`src/hdl/stop_bar_map.vh`:
```
/*
  Constants for the stop bar sequence controller: register offsets,
  field positions, reset values and timing figures.
  Assumes a 25 MHz system clock and a 32-bit classic Wishbone bus.
*/
`ifndef STOP_BAR_MAP_VH
`define STOP_BAR_MAP_VH

// ----------------------------------------------------------------
// Register offsets (byte addresses)
// ----------------------------------------------------------------
`define REG_CTRL 4'h0
`define REG_STATUS 4'h4
`define REG_INTENSITY 4'h8
`define REG_LAMP_FAIL 4'hC

// ----------------------------------------------------------------
// Control register fields
// ----------------------------------------------------------------
`define CTRL_SYS_ON 0
`define CTRL_MASTER_OFF 1
`define CTRL_LOW_VIS 2
`define CTRL_FAILSAFE_TIMER 3
`define CTRL_RETURN_SVC 4
`define CTRL_RESET 5'h00

// ----------------------------------------------------------------
// Status register fields
// ----------------------------------------------------------------
`define ST_RED 0
`define ST_SEG1 1
`define ST_SEG2 2
`define ST_OVERRIDE 3
`define ST_COMM_FAIL 4
`define ST_BAR_FAILED 5
`define ST_ADJACENT 6
`define ST_COUNT_LSB 8

// ----------------------------------------------------------------
// Timing figures and reset values
// ----------------------------------------------------------------
`define CLK_HZ 25000000
`define TICK_HZ 10
`define T1_SEC 45
`define T2_SEC 120
`define FAILOFF_SEC 600
`define FLASH_PER_MIN 31
`define COMM_TIMEOUT_SEC 2
`define INTENSITY_RESET 2'h1

`endif

```
`src/hdl/stop_bar_sequence_controller.v`:
```
/*
  Stop bar sequence controller: panel button sequencing with two
  backup timers and two vehicle sensors, sensor override, failure
  modes by visibility, combined red/yellow guard fixtures, lamp
  monitoring and a classic Wishbone register slave.
  Assumes all inputs are synchronous to clk; panel and sensor
  inputs are level contacts; comm_alive pulses while the link works.
*/
// Chosen here: the Wishbone slave port and the placing of the registers.
`timescale 1ns/1ps
`default_nettype none
`include "stop_bar_map.vh"

module stop_bar_sequence_controller #(
  parameter N_LAMPS = 8,
  parameter integer CLK_HZ = `CLK_HZ,
  parameter integer TICK_DIV = `CLK_HZ / `TICK_HZ,
  parameter integer COMM_TIMEOUT_TICKS = `COMM_TIMEOUT_SEC * `TICK_HZ
) (
  // Clock, reset, enable
  input wire clk,
  input wire rst,
  input wire ce,
  // Classic Wishbone slave
  input wire wb_cyc_i,
  input wire wb_stb_i,
  input wire wb_we_i,
  input wire [3:0] wb_adr_i,
  input wire [3:0] wb_sel_i,
  input wire [31:0] wb_dat_i,
  output reg [31:0] wb_dat_o,
  output reg wb_ack_o,
  // Tower panel and field inputs
  input wire bar_button,
  input wire override_button,
  input wire sensor1,
  input wire sensor2,
  input wire comm_alive,
  input wire unit_fail,
  input wire local_low_vis,
  input wire local_mode_sel,
  input wire [N_LAMPS-1:0] lamp_ok,
  // Lamp drivers and panel indication
  output reg red_on,
  output reg seg1_on,
  output reg seg2_on,
  output reg [N_LAMPS-1:0] red_lamp_en,
  output reg yellow_even_on,
  output reg yellow_odd_on,
  output reg [1:0] intensity_out,
  output reg bar_failed_ind
);

  // ----------------------------------------------------------------
  // Derived timing counts (in ticks)
  // ----------------------------------------------------------------
  localparam integer T1_TICKS = `T1_SEC * `TICK_HZ;
  localparam integer T2_TICKS = `T2_SEC * `TICK_HZ;
  localparam integer FAILOFF_TICKS = `FAILOFF_SEC * `TICK_HZ;
  // Half a flash period in ticks: 60 s / flashes / 2
  localparam integer HALF_FLASH_TICKS = (60 * `TICK_HZ) / (`FLASH_PER_MIN * 2);
  localparam integer CW = $clog2(N_LAMPS + 1);

  // S_IDLE : red bar lit (at low visibility), lead-on dark
  // S_BOTH : red dark, both lead-on segments lit, timers running
  // S_SEG2 : red relit, only segment two lit until sensor two
  // S_OVR : as S_BOTH but blind to sensors and timer one until timer two ends
  // Codes are plain binary; the default branch recovers to idle.
  // Sequencer states
  localparam [1:0] S_IDLE = 2'd0;
  localparam [1:0] S_BOTH = 2'd1;
  localparam [1:0] S_SEG2 = 2'd2;
  localparam [1:0] S_OVR = 2'd3;

  // Used for the status count; a lamp that reads 0 is dead.
  // Kept as a function so the width follows N_LAMPS.
  // Count of zero bits in a lamp vector
  function [CW-1:0] count_fail;
    input [N_LAMPS-1:0] v;
    integer i;
    begin
      count_fail = {CW{1'b0}};
      for (i = 0; i < N_LAMPS; i = i + 1)
        if (!v[i])
          count_fail = count_fail + 1'b1;
    end
  endfunction

  // ----------------------------------------------------------------
  // Registers
  // ----------------------------------------------------------------
  reg [4:0] ctrl_ff;
  reg [1:0] inten_ff;
  reg [23:0] div_ff;
  reg tick_ff;
  reg [3:0] btn_ff, ovr_ff, s1_ff, s2_ff, com_ff;
  reg [1:0] state_ff;
  reg [15:0] t1_ff, t2_ff;
  reg [15:0] comm_cnt_ff;
  reg comm_fail_ff;
  reg [15:0] failoff_ff;
  reg failoff_done_ff;
  reg [7:0] flash_ff;
  reg phase_ff;
  reg failed_latch_ff;
  reg [N_LAMPS-1:0] lamp_ok_ff;

  // A held contact gives one event only: the edge is taken between
  // the last two stages, so a long press cannot restart a sequence.
  // Edge detection after the two-flop synchroniser stage
  wire btn_rise = btn_ff[2] & ~btn_ff[3];
  wire s1_rise = s1_ff[2] & ~s1_ff[3];
  wire s2_rise = s2_ff[2] & ~s2_ff[3];
  wire com_rise = com_ff[2] & ~com_ff[3];
  wire ovr_lvl = ovr_ff[2];

  wire sys_on = ctrl_ff[`CTRL_SYS_ON];
  wire master_off = ctrl_ff[`CTRL_MASTER_OFF];
  // Local selection is honoured only after the link is lost
  wire low_vis = (comm_fail_ff & local_mode_sel) ? local_low_vis : ctrl_ff[`CTRL_LOW_VIS];
  wire [CW-1:0] nfail = count_fail(lamp_ok_ff);
  wire adjacent = |(~lamp_ok_ff[N_LAMPS-1:1] & ~lamp_ok_ff[N_LAMPS-2:0]);
  wire wb_req = wb_cyc_i & wb_stb_i & ~wb_ack_o;

  // ----------------------------------------------------------------
  // Input synchronisers and timebase
  // ----------------------------------------------------------------
  // Bits 1..0 synchronise, 2..3 feed the edge detector
  always @(posedge clk) begin
    if (rst) begin
      btn_ff <= 4'h0;
      ovr_ff <= 4'h0;
      s1_ff <= 4'h0;
      s2_ff <= 4'h0;
      com_ff <= 4'h0;
      div_ff <= 24'h000000;
      tick_ff <= 1'b0;
      lamp_ok_ff <= {N_LAMPS{1'b1}};
    end else if (ce) begin
      btn_ff <= {btn_ff[2:0], bar_button};
      ovr_ff <= {ovr_ff[2:0], override_button};
      s1_ff <= {s1_ff[2:0], sensor1};
      s2_ff <= {s2_ff[2:0], sensor2};
      com_ff <= {com_ff[2:0], comm_alive};
      lamp_ok_ff <= lamp_ok;
      // Fixed-rate tick drives every timer
      if (div_ff == TICK_DIV - 1) begin
        div_ff <= 24'h000000;
        tick_ff <= 1'b1;
      end else begin
        div_ff <= div_ff + 24'h000001;
        tick_ff <= 1'b0;
      end
    end
  end

  // ----------------------------------------------------------------
  // Stop bar sequencer
  // ----------------------------------------------------------------
  // Lamps switch two clocks after the detected press edge, far
  // inside the two second limit.
  // Timers count down on ticks in every state; a stale count left
  // in idle is harmless because a press reloads both.
  // Sensor two is tested first in S_BOTH so an early detection
  // ends the whole sequence rather than stepping to S_SEG2.
  always @(posedge clk) begin
    if (rst) begin
      state_ff <= S_IDLE;
      t1_ff <= 16'h0000;
      t2_ff <= 16'h0000;
    end else if (ce) begin
      if (tick_ff && t1_ff != 16'h0000)
        t1_ff <= t1_ff - 16'h0001;
      if (tick_ff && t2_ff != 16'h0000)
        t2_ff <= t2_ff - 16'h0001;
      case (state_ff)
        S_IDLE: begin
          if (btn_rise && sys_on) begin
            t1_ff <= T1_TICKS[15:0];
            t2_ff <= T2_TICKS[15:0];
            state_ff <= ovr_lvl ? S_OVR : S_BOTH;
          end
        end
        S_BOTH: begin
          if (s2_rise || (tick_ff && t2_ff == 16'h0001))
            state_ff <= S_IDLE;
          else if (s1_rise || (tick_ff && t1_ff == 16'h0001))
            state_ff <= S_SEG2;
        end
        S_SEG2: begin
          if (s2_rise || (tick_ff && t2_ff == 16'h0001))
            state_ff <= S_IDLE;
        end
        S_OVR: begin
          // Sensors are not looked at here
          if (tick_ff && t2_ff == 16'h0001)
            state_ff <= S_IDLE;
        end
        default: state_ff <= S_IDLE;
      endcase
    end
  end

  // ----------------------------------------------------------------
  // Communication watchdog, fail-off timer, failure latch
  // ----------------------------------------------------------------
  // The link is judged dead after a run of ticks with no heartbeat
  // edge; a stuck-high heartbeat counts as dead as well.
  // The fail-off timer only runs while enabled by software, so a bar
  // held on at low visibility is not switched off unasked.
  always @(posedge clk) begin
    if (rst) begin
      comm_cnt_ff <= 16'h0000;
      comm_fail_ff <= 1'b0;
      failoff_ff <= 16'h0000;
      failoff_done_ff <= 1'b0;
      failed_latch_ff <= 1'b0;
    end else if (ce) begin
      if (com_rise) begin
        comm_cnt_ff <= 16'h0000;
        comm_fail_ff <= 1'b0;
      end else if (tick_ff && !comm_fail_ff) begin
        if (comm_cnt_ff == COMM_TIMEOUT_TICKS - 1)
          comm_fail_ff <= 1'b1;
        else
          comm_cnt_ff <= comm_cnt_ff + 16'h0001;
      end
      // Fail-off timer counts from failure or from enable, whichever comes later
      if (!comm_fail_ff || !ctrl_ff[`CTRL_FAILSAFE_TIMER]) begin
        failoff_ff <= 16'h0000;
        failoff_done_ff <= 1'b0;
      end else if (tick_ff && !failoff_done_ff) begin
        if (failoff_ff == FAILOFF_TICKS - 1)
          failoff_done_ff <= 1'b1;
        else
          failoff_ff <= failoff_ff + 16'h0001;
      end
      // Set wins over the return-to-service clear
      if (comm_fail_ff || unit_fail)
        failed_latch_ff <= 1'b1;
      else if (wb_req && wb_we_i && wb_sel_i[0] && wb_adr_i == `REG_CTRL && wb_dat_i[`CTRL_RETURN_SVC])
        failed_latch_ff <= 1'b0;
    end
  end

  // ----------------------------------------------------------------
  // Guard light flasher
  // ----------------------------------------------------------------
  // Integer rounding of the half period makes the rate depend on
  // the tick; check the flash count whenever TICK_HZ changes.
  always @(posedge clk) begin
    if (rst) begin
      flash_ff <= 8'h00;
      phase_ff <= 1'b0;
    end else if (ce && tick_ff) begin
      // Keeps running through comm failure so yellow pulses on
      if (flash_ff == HALF_FLASH_TICKS - 1) begin
        flash_ff <= 8'h00;
        phase_ff <= ~phase_ff;
      end else begin
        flash_ff <= flash_ff + 8'h01;
      end
    end
  end

  // ----------------------------------------------------------------
  // Lamp outputs
  // ----------------------------------------------------------------
  // Priority, lowest first: sequence, link failure, then the global
  // off conditions, which override everything.
  reg nxt_red, nxt_seg1, nxt_seg2, nxt_yel;
  always @* begin
    nxt_red = (state_ff != S_BOTH) && (state_ff != S_OVR);
    nxt_seg1 = (state_ff == S_BOTH) || (state_ff == S_OVR);
    nxt_seg2 = state_ff != S_IDLE;
    nxt_yel = 1'b0;
    if (comm_fail_ff) begin
      nxt_red = low_vis;
      nxt_seg1 = 1'b0;
      nxt_seg2 = 1'b0;
      nxt_yel = ~low_vis;
      if (failoff_done_ff) begin
        nxt_red = 1'b0;
        nxt_yel = 1'b0;
      end
    end else begin
      // Yellow only at high visibility and never with lead-on lit
      nxt_yel = ~low_vis & ~nxt_seg1 & ~nxt_seg2;
      nxt_red = nxt_red & low_vis;
    end
    if (!sys_on || master_off || unit_fail) begin
      nxt_red = 1'b0;
      nxt_seg1 = 1'b0;
      nxt_seg2 = 1'b0;
      nxt_yel = 1'b0;
    end
  end

  always @(posedge clk) begin
    if (rst) begin
      red_on <= 1'b0;
      seg1_on <= 1'b0;
      seg2_on <= 1'b0;
      red_lamp_en <= {N_LAMPS{1'b0}};
      yellow_even_on <= 1'b0;
      yellow_odd_on <= 1'b0;
      intensity_out <= `INTENSITY_RESET;
      bar_failed_ind <= 1'b0;
    end else if (ce) begin
      red_on <= nxt_red;
      seg1_on <= nxt_seg1;
      seg2_on <= nxt_seg2;
      // Per-lamp enables: a dead lamp drops out alone
      red_lamp_en <= {N_LAMPS{nxt_red}} & lamp_ok_ff;
      yellow_even_on <= nxt_yel & ~phase_ff;
      yellow_odd_on <= nxt_yel & phase_ff;
      intensity_out <= inten_ff;
      bar_failed_ind <= failed_latch_ff;
    end
  end

  // ----------------------------------------------------------------
  // Wishbone register slave: ack one cycle after request
  // ----------------------------------------------------------------
  // ack is refused while high so a held request is taken every other cycle; any
  // unmapped offset reads zero and ignores writes.
  always @(posedge clk) begin
    if (rst) begin
      wb_ack_o <= 1'b0;
      wb_dat_o <= 32'h00000000;
      ctrl_ff <= `CTRL_RESET;
      inten_ff <= `INTENSITY_RESET;
    end else if (ce) begin
      wb_ack_o <= wb_req;
      if (wb_req && wb_we_i && wb_sel_i[0]) begin
        case (wb_adr_i)
          `REG_CTRL: ctrl_ff <= {1'b0, wb_dat_i[3:0]};
          `REG_INTENSITY: inten_ff <= wb_dat_i[1:0];
          default: ;
        endcase
      end
      if (wb_req && !wb_we_i) begin
        case (wb_adr_i)
          `REG_CTRL: wb_dat_o <= {27'h0000000, ctrl_ff};
          `REG_STATUS: wb_dat_o <= {{(24-CW){1'b0}}, nfail, 1'b0, adjacent, failed_latch_ff,
                                    comm_fail_ff, state_ff == S_OVR, seg2_on, seg1_on, red_on};
          `REG_INTENSITY: wb_dat_o <= {30'h00000000, inten_ff};
          `REG_LAMP_FAIL: wb_dat_o <= {{(32-N_LAMPS){1'b0}}, ~lamp_ok_ff};
          default: wb_dat_o <= 32'h00000000;
        endcase
      end
    end
  end

endmodule // stop_bar_sequence_controller
`default_nettype wire

```
`config.mk`:
```
export PLATFORM = sky130hd
export DESIGN_NAME = stop_bar_sequence_controller
export DESIGN_NICKNAME = d
export VERILOG_FILES = /design/src/hdl/stop_bar_sequence_controller.v
export VERILOG_INCLUDE_DIRS = /design/src /design/src/hdl
export SDC_FILE = /design/constraint.sdc
export NUM_CORES = 1
export LEC_CHECK = 0
export ABC_AREA = 0
export ABC_CLOCK_PERIOD_IN_PS = 3450
export BUFFER_PORTS_ARGS = -buffer_cell sky130_fd_sc_hd__buf_4
export CORE_ASPECT_RATIO = 1.5
export CORE_MARGIN = 2
export CORE_UTILIZATION = 25
export DETAILED_ROUTE_END_ITERATION = 12
export PLACE_DENSITY_LB_ADDON = 0.2
export SLEW_MARGIN = 0
export SYNTH_ARGS = -nofsm -noshare
export SYNTH_HDL_FRONTEND = slang
export SYNTH_SLANG_ARGS = --single-unit
```
`constraint.sdc`:
```
create_clock -name clk -period 3.45 [get_ports clk]
set_input_delay 0.1725 -clock clk [delete_from_list [all_inputs] [get_ports clk]]
set_output_delay 0.1725 -clock clk [all_outputs]
set_load 0.05 [all_outputs]
```
==> impl_metrics.ini, run 1 <==
[outcome]
status = complete, no violations

[synthesis]
async_flop_share_pct = 0
syn_area_per_cell_sq_um = 8.58
ys_seq_area_share_pct = 41.0
synth.distinct_cells = 67
ys_warn_count = 0
synth_edf_count = 0
yosys_register_bits = 165
syn-cell-area_sq_mm = 0.00806
synth_cells = 939
synth_top_flop_cell = dfxtp_1

[placement]
dp_hpwl_um = 14800
pre_cts_ws_ns = -0.0642
gp_congestion = 0.740
io_buffers = 60

[sta]
finalSetupTns_ns = 0
period_minus_slack_ns = 3.44
fin_crit_sh_pct = 99.7
fmax_mhz = 291
slew_headroom_pct = 43.5
hold_viol = 0
worst_pin_slew_ns = 0.845
worst_slack_ns = 0.00967
slew_viol_final = 0
rsz0062_at_grt = true
hold_slack_ns = 0.0371
finalSetupViolCount = 0
clock_skew_ns = 0.0116

[critical_path]
r2r_end = wb_dat_o[10]$_SDFFE_PP0P_
cp_cell_sequence = inv_2 -> ha_1 -> and2_4 -> or2_4 -> ha_4 -> xnor2_1 -> or3_4 -> o211a_1 -> ha_4 -> xnor2_2 -> nor3_1 -> a211o_1 -> ha_2 -> nor2b_1 -> or3_1 -> nand2_1 -> a32o_1
r2r_slack_ns = 0.01
worst_setup_path_end_kind = register
rr_startpoint = lamp_ok_ff[0]$_SDFFE_PP1P_
critPathArrivalTime_ns = 3.83
critPathLaunchType = register
crit_required_ns = 3.84
crit_slowest_cell = or3_4
crit_path_max_incr_delay_ns = 0.37
critPathKind = reg2reg
crit_fanout = 2
worstRegToRegCells = 17
critPathMostFrequentCell = ha_4

[global_route]
grt_usage_pct = 12.6
grt_pass1_vias = 6347
grt_overflow = 0
antenna_found_initial = 0
grt_pass1_wl_um = 32800
grt_max_degree = 72

[clock_network]
cts_tree = yes
cts_made_buffers = 17
clkLatencyLatePin_ns = 0.45
cts.clk_slew.worst_paths_ns = 0.07
clockBufferDepth = 2
clock-root-buffer = clkbuf_16
clkSinkCount = 165
htreeDepth = 4

[power_and_ir_drop]
fin_total_pwr_mw = 4.27
power.density_mw_per_mm2 = 439
peakVddDrop_mv = 0.291
p_leak_nw = 3.68

[hold_path]
hold_depth = 4
hp-start = wb_dat_i[4]
worstHoldPathType = in2reg
min_to = failed_latch_ff$_SDFFE_PP0P_

[drt]
first_iter_violations = 277
first_pass_iters = 4
antenna_left = 0
drt-met1-wl_um = 8950
drc_errors = 0
highest_layer = met4
drt-total-wl_um = 20500
num_vias = 6541
met3_length_um = 870
drt-wirelength-per-cell_um = 14.2
via_per_inst = 4.54
wl_met2_um = 10200

[flow_run]
max_cap_violations = 0

[cells_and_area]
diodes = 0
drive_above_1_share_pct = 14.7
mostFrequentLayoutCell = dfxtp_1
final_cell_mix = dfxtp_1, nor2_1, buf_4
area_growth_pct = 20.7
final_nets = 1098

[die]
core-area_sq_mm = 0.0317
die-area_sq_mm = 0.0337
die_w_um = 151
pin_count = 111
die_h_um = 224
rows = 80
initial_utilization_pct = 25.4
per-layer routing:
| metal | GRT usage, % | vias up |
|---|---|---|
| met5 | 0 | - |
| met4 | 5.14 | 0 |
| met3 | 2.79 | 23 |
| met2 | 22.3 | 99 |
| met1 | 14.3 | 3062 |
| li1 | - | 3357 |
kinds of logic after synthesis:
family | count (synthesis) | synth area share [%]
AO/OA/AOI/OAI | 129 | 10.0
multiplexers | 42 | 5.56
AND/OR/NAND/NOR | 409 | 24.7
XOR/XNOR | 87 | 9.93
other | 1 | 0.0466
adder cells (fa/ha/maj) | 19 | 2.95
buffers and inverters | 87 | 5.73
flip-flops | 165 | 41.0
Yosys cell counts, drive strengths merged, types with 17 or more instances:
master	instances	area (sq um)
buf	31	209
a22oi	17	128
ha	19	238
mux2i	38	380
o21ai	29	145
xnor2	47	430
inv	25	96.4
clkbuf	29	149
or3	20	125
xor2	40	369
nand3	30	150
nor2	157	589
dfxtp	165	3300
nand2	72	270
a21oi	51	267
and3	20	126
nor3	27	140
flip-flops by register name, summed over array words and instances, names as in the netlist, 2 cells and up:
name / flops
t1_ff: 16
failoff_ff: 16
s1_ff: 4
inten_ff: 2
com_ff: 4
comm_cnt_ff: 16
state_ff: 2
div_ff: 24
intensity_out: 2
red_lamp_en: 8
wb_dat_o: 12
s2_ff: 4
ovr_ff: 3
t2_ff: 16
lamp_ok_ff: 8
btn_ff: 4
flash_ff: 8
ctrl_ff: 4
metrics by stage:
step                      instances  area, sq um  utilization, %
final                          1440         9720            30.6
after global routing           1440         9720            30.6
after CTS                      1440         9710            30.6
after detailed placement       1390         8940            28.2
after global placement         1390         8940            28.2
after floorplan                 958         8170               -
where the power goes:
part           switching [mW]  internal (mW)  leakage (nW)  total (mW)
registers              0.0241           1.92          1.33        1.95
logic                   0.267          0.198          2.09       0.465
clock network           0.842           1.02         0.261        1.86
total                    1.13           3.14          3.68        4.27
how the worst max path moves through the flow:
stage	from	end
3_5_place_dp	lamp_ok_ff[0]$_SDFFE_PP1P_	wb_dat_o[10]$_SDFFE_PP0P_
4_1_cts	lamp_ok_ff[0]$_SDFFE_PP1P_	wb_dat_o[10]$_SDFFE_PP0P_
2_1_floorplan	lamp_ok_ff[1]$_SDFFE_PP1P_	wb_dat_o[10]$_SDFFE_PP0P_
6_report	lamp_ok_ff[0]$_SDFFE_PP1P_	wb_dat_o[10]$_SDFFE_PP0P_
3_3_place_gp	lamp_ok_ff[0]$_SDFFE_PP1P_	wb_dat_o[10]$_SDFFE_PP0P_
5_1_grt	lamp_ok_ff[0]$_SDFFE_PP1P_	wb_dat_o[10]$_SDFFE_PP0P_
worst max-delay path: cells and delay by family, from the launching register on:
family | cells | cell delay [ns]
and+or+nand+nor | 7 | 1.31
adders and majority gates | 4 | 0.88
AOI/OAI and AO/OA | 3 | 0.58
DFF | 1 | 0.34
xor gates and xnor gates | 2 | 0.22
buffers and inverters | 1 | 0.04
layout make-up:
| type | count | area (sq um) |
|---|---|---|
| clock buffer | 18 | 439 |
| clock inverter | 14 | 129 |
| fill | 3358 | 22000 |
| inverter | 27 | 104 |
| multi-input combinational | 706 | 4440 |
| sequential | 165 | 3310 |
| tap | 410 | 513 |
| timing repair buffer | 100 | 793 |
repair_timing:
item / in CTS / in global routing
hold endpoints to repair: 19 / 0
pin swaps: 2 / 0
hold buffers: 17 / 0
setup buffers: 1 / 0
setup endpoints to repair: 2 / 2
gates resized for setup: 6 / 2
No activity file was read; power rests on OpenSTA's default activity.
==> run 2: changes to the inputs <==
--- a/config.mk
+++ b/config.mk
@@ -11,7 +11,7 @@
 export BUFFER_PORTS_ARGS = -buffer_cell sky130_fd_sc_hd__buf_4
 export CORE_ASPECT_RATIO = 1.5
 export CORE_MARGIN = 2
-export CORE_UTILIZATION = 25
+export CORE_UTILIZATION = 52
 export DETAILED_ROUTE_END_ITERATION = 12
 export PLACE_DENSITY_LB_ADDON = 0.2
 export SLEW_MARGIN = 0
==> run 2 against run 1 <==
Compared with the run above: die area fell by 51%; maximum frequency rose by 0.80%; largest cell class unchanged; flip-flop and latch count did not move; hold slack got worse by 0.036 ns; highest routed layer unchanged.
==> impl_metrics.ini, run 2 (same netlist as run 1, synthesis figures left out) <==
[critical_path]
r2r_end = wb_dat_o[10]$_SDFFE_PP0P_
worstRegToRegCells = 17
worst_setup_path_end_kind = register
rr_startpoint = lamp_ok_ff[0]$_SDFFE_PP1P_
r2r_slack_ns = 0.04
critPathLaunchType = register
critPathArrivalTime_ns = 3.78
critPathKind = reg2reg
crit_fanout = 2
crit_required_ns = 3.81

[sta]
hold_slack_ns = 0.000898
hold_viol = 0
rsz0062_at_grt = true
slew_viol_final = 0
finalSetupViolCount = 0
fin_crit_sh_pct = 98.9
worst_slack_ns = 0.0368
clock_skew_ns = 0.0136
fmax_mhz = 293
worst_pin_slew_ns = 0.904
period_minus_slack_ns = 3.41
slew_headroom_pct = 39.3

[outcome]
status = complete, no violations

[drt]
drt-wirelength-per-cell_um = 14.3
first_pass_iters = 6
drt-total-wl_um = 17400
antenna_left = 0
num_vias = 6597
via_per_inst = 5.41
first_iter_violations = 277
drc_errors = 0

[global_route]
antenna_found_initial = 0
grt_pass1_vias = 6197
grt_max_degree = 73
grt_pass1_wl_um = 28800
grt_overflow = 0
grt_usage_pct = 21.3

[cells_and_area]
drive_above_1_share_pct = 14.0
mostFrequentLayoutCell = dfxtp_1
largest_reg_flops = 24
final_util_pct = 62.1
final_cell_mix = dfxtp_1, nor2_1, buf_4
final_cells = 1219
final_nets = 1088
diodes = 0
fillers = 1342
area_growth_pct = 16.7
largest_register = div_ff

[clock_network]
clock-root-buffer = clkbuf_16
htreeDepth = 4
cts_tree = yes
cts.clk_slew.worst_paths_ns = 0.07
clkSinkCount = 165
clockBufferDepth = 2
cts_made_buffers = 17
clkLatencyLatePin_ns = 0.42

[hold_path]
hp-start = comm_alive
worstHoldPathType = in2reg
hold_depth = 3
min_to = com_ff[0]$_SDFFE_PP0P_

[power_and_ir_drop]
p_leak_nw = 3.65
peakVddDrop_mv = 0.309
power.density_mw_per_mm2 = 455
fin_total_pwr_mw = 4.28

[placement]
io_buffers = 60
dp_hpwl_um = 12200
pre_cts_ws_ns = -0.0724
gp_congestion = 0.825
placed_cells = 1171

[flow_run]
max_cap_violations = 0

[die]
die-area_sq_mm = 0.0165
rows = 55
die_w_um = 106
pin_count = 111
die_h_um = 156
initial_utilization_pct = 53.2
core-area_sq_mm = 0.0151
[run 2: cell type report]
cell class / instances / area [sq um] / area share [%]
sequential: 165 / 3310 / 35.2
clock buffer: 19 / 443 / 4.71
multi-input combinational: 706 / 4440 / 47.2
tap: 199 / 249 / 2.65
clock inverter: 13 / 145 / 1.54
inverter: 27 / 104 / 1.10
timing repair buffer: 90 / 718 / 7.64
[run 2: how the worst max path moves through the flow]
stage,startpoint,endpoint,slack (ns),cells after the start
finish,lamp_ok_ff[0]$_SDFFE_PP1P_,wb_dat_o[10]$_SDFFE_PP0P_,0.04,17
floorplan,lamp_ok_ff[1]$_SDFFE_PP1P_,wb_dat_o[10]$_SDFFE_PP0P_,0.009,16
CTS,lamp_ok_ff[0]$_SDFFE_PP1P_,wb_dat_o[10]$_SDFFE_PP0P_,-0.03,17
global placement,lamp_ok_ff[0]$_SDFFE_PP1P_,wb_dat_o[10]$_SDFFE_PP0P_,-0.03,17
detailed placement,lamp_ok_ff[0]$_SDFFE_PP1P_,wb_dat_o[10]$_SDFFE_PP0P_,-0.07,17
global route,lamp_ok_ff[0]$_SDFFE_PP1P_,wb_dat_o[10]$_SDFFE_PP0P_,-0.1,17
[run 2: timing repair]
| item | in CTS | in global routing |
|---|---|---|
| endpoints found under the hold margin | 14 | 0 |
| resized for setup | 8 | 1 |
| buffers inserted | 2 | 0 |
| cloned | 0 | 0 |
| endpoints found under the setup margin | 2 | 2 |
| hold buffers | 14 | 0 |
| pin swaps | 13 | 6 |
[run 2: through the flow]
stage	cell area (sq um)	setup TNS, ns
5_1_grt	9400	-0.173
3_3_place_gp	8620	-0.0435
3_5_place_dp	8620	-0.117
2_1_floorplan	8170	0
4_1_cts	9390	-0.0327
6_report	9400	0
[run 2: worst max-delay path, cell delays in order, from the launching register on]
cell and delay, ns:
dfxtp_2 0.33, inv_2 0.04, ha_2 0.16, and2_4 0.15, or2_4 0.25, ha_4 0.22
xnor2_1 0.11, or3_1 0.36, o211a_1 0.17, ha_4 0.28, xnor2_2 0.11, nor3_2 0.05
a211o_1 0.28, ha_2 0.19, nor2b_4 0.12, or3_1 0.31, nand2_1 0.07, a32o_1 0.14
[run 2: power by group]
part | switching, mW | total, mW | internal (mW)
registers | 0.0239 | 1.95 | 1.92
logic | 0.258 | 0.449 | 0.190
clock network | 0.792 | 1.89 | 1.09
[run 2: layer usage]
layer | vias up | global-route usage, % | wire, um
met5 | - | 0 | 0
met4 | 0 | 7.27 | 278
met3 | 20 | 4.54 | 594
met2 | 115 | 38.5 | 9070
met1 | 3108 | 24.8 | 7500
li1 | 3354 | - | -
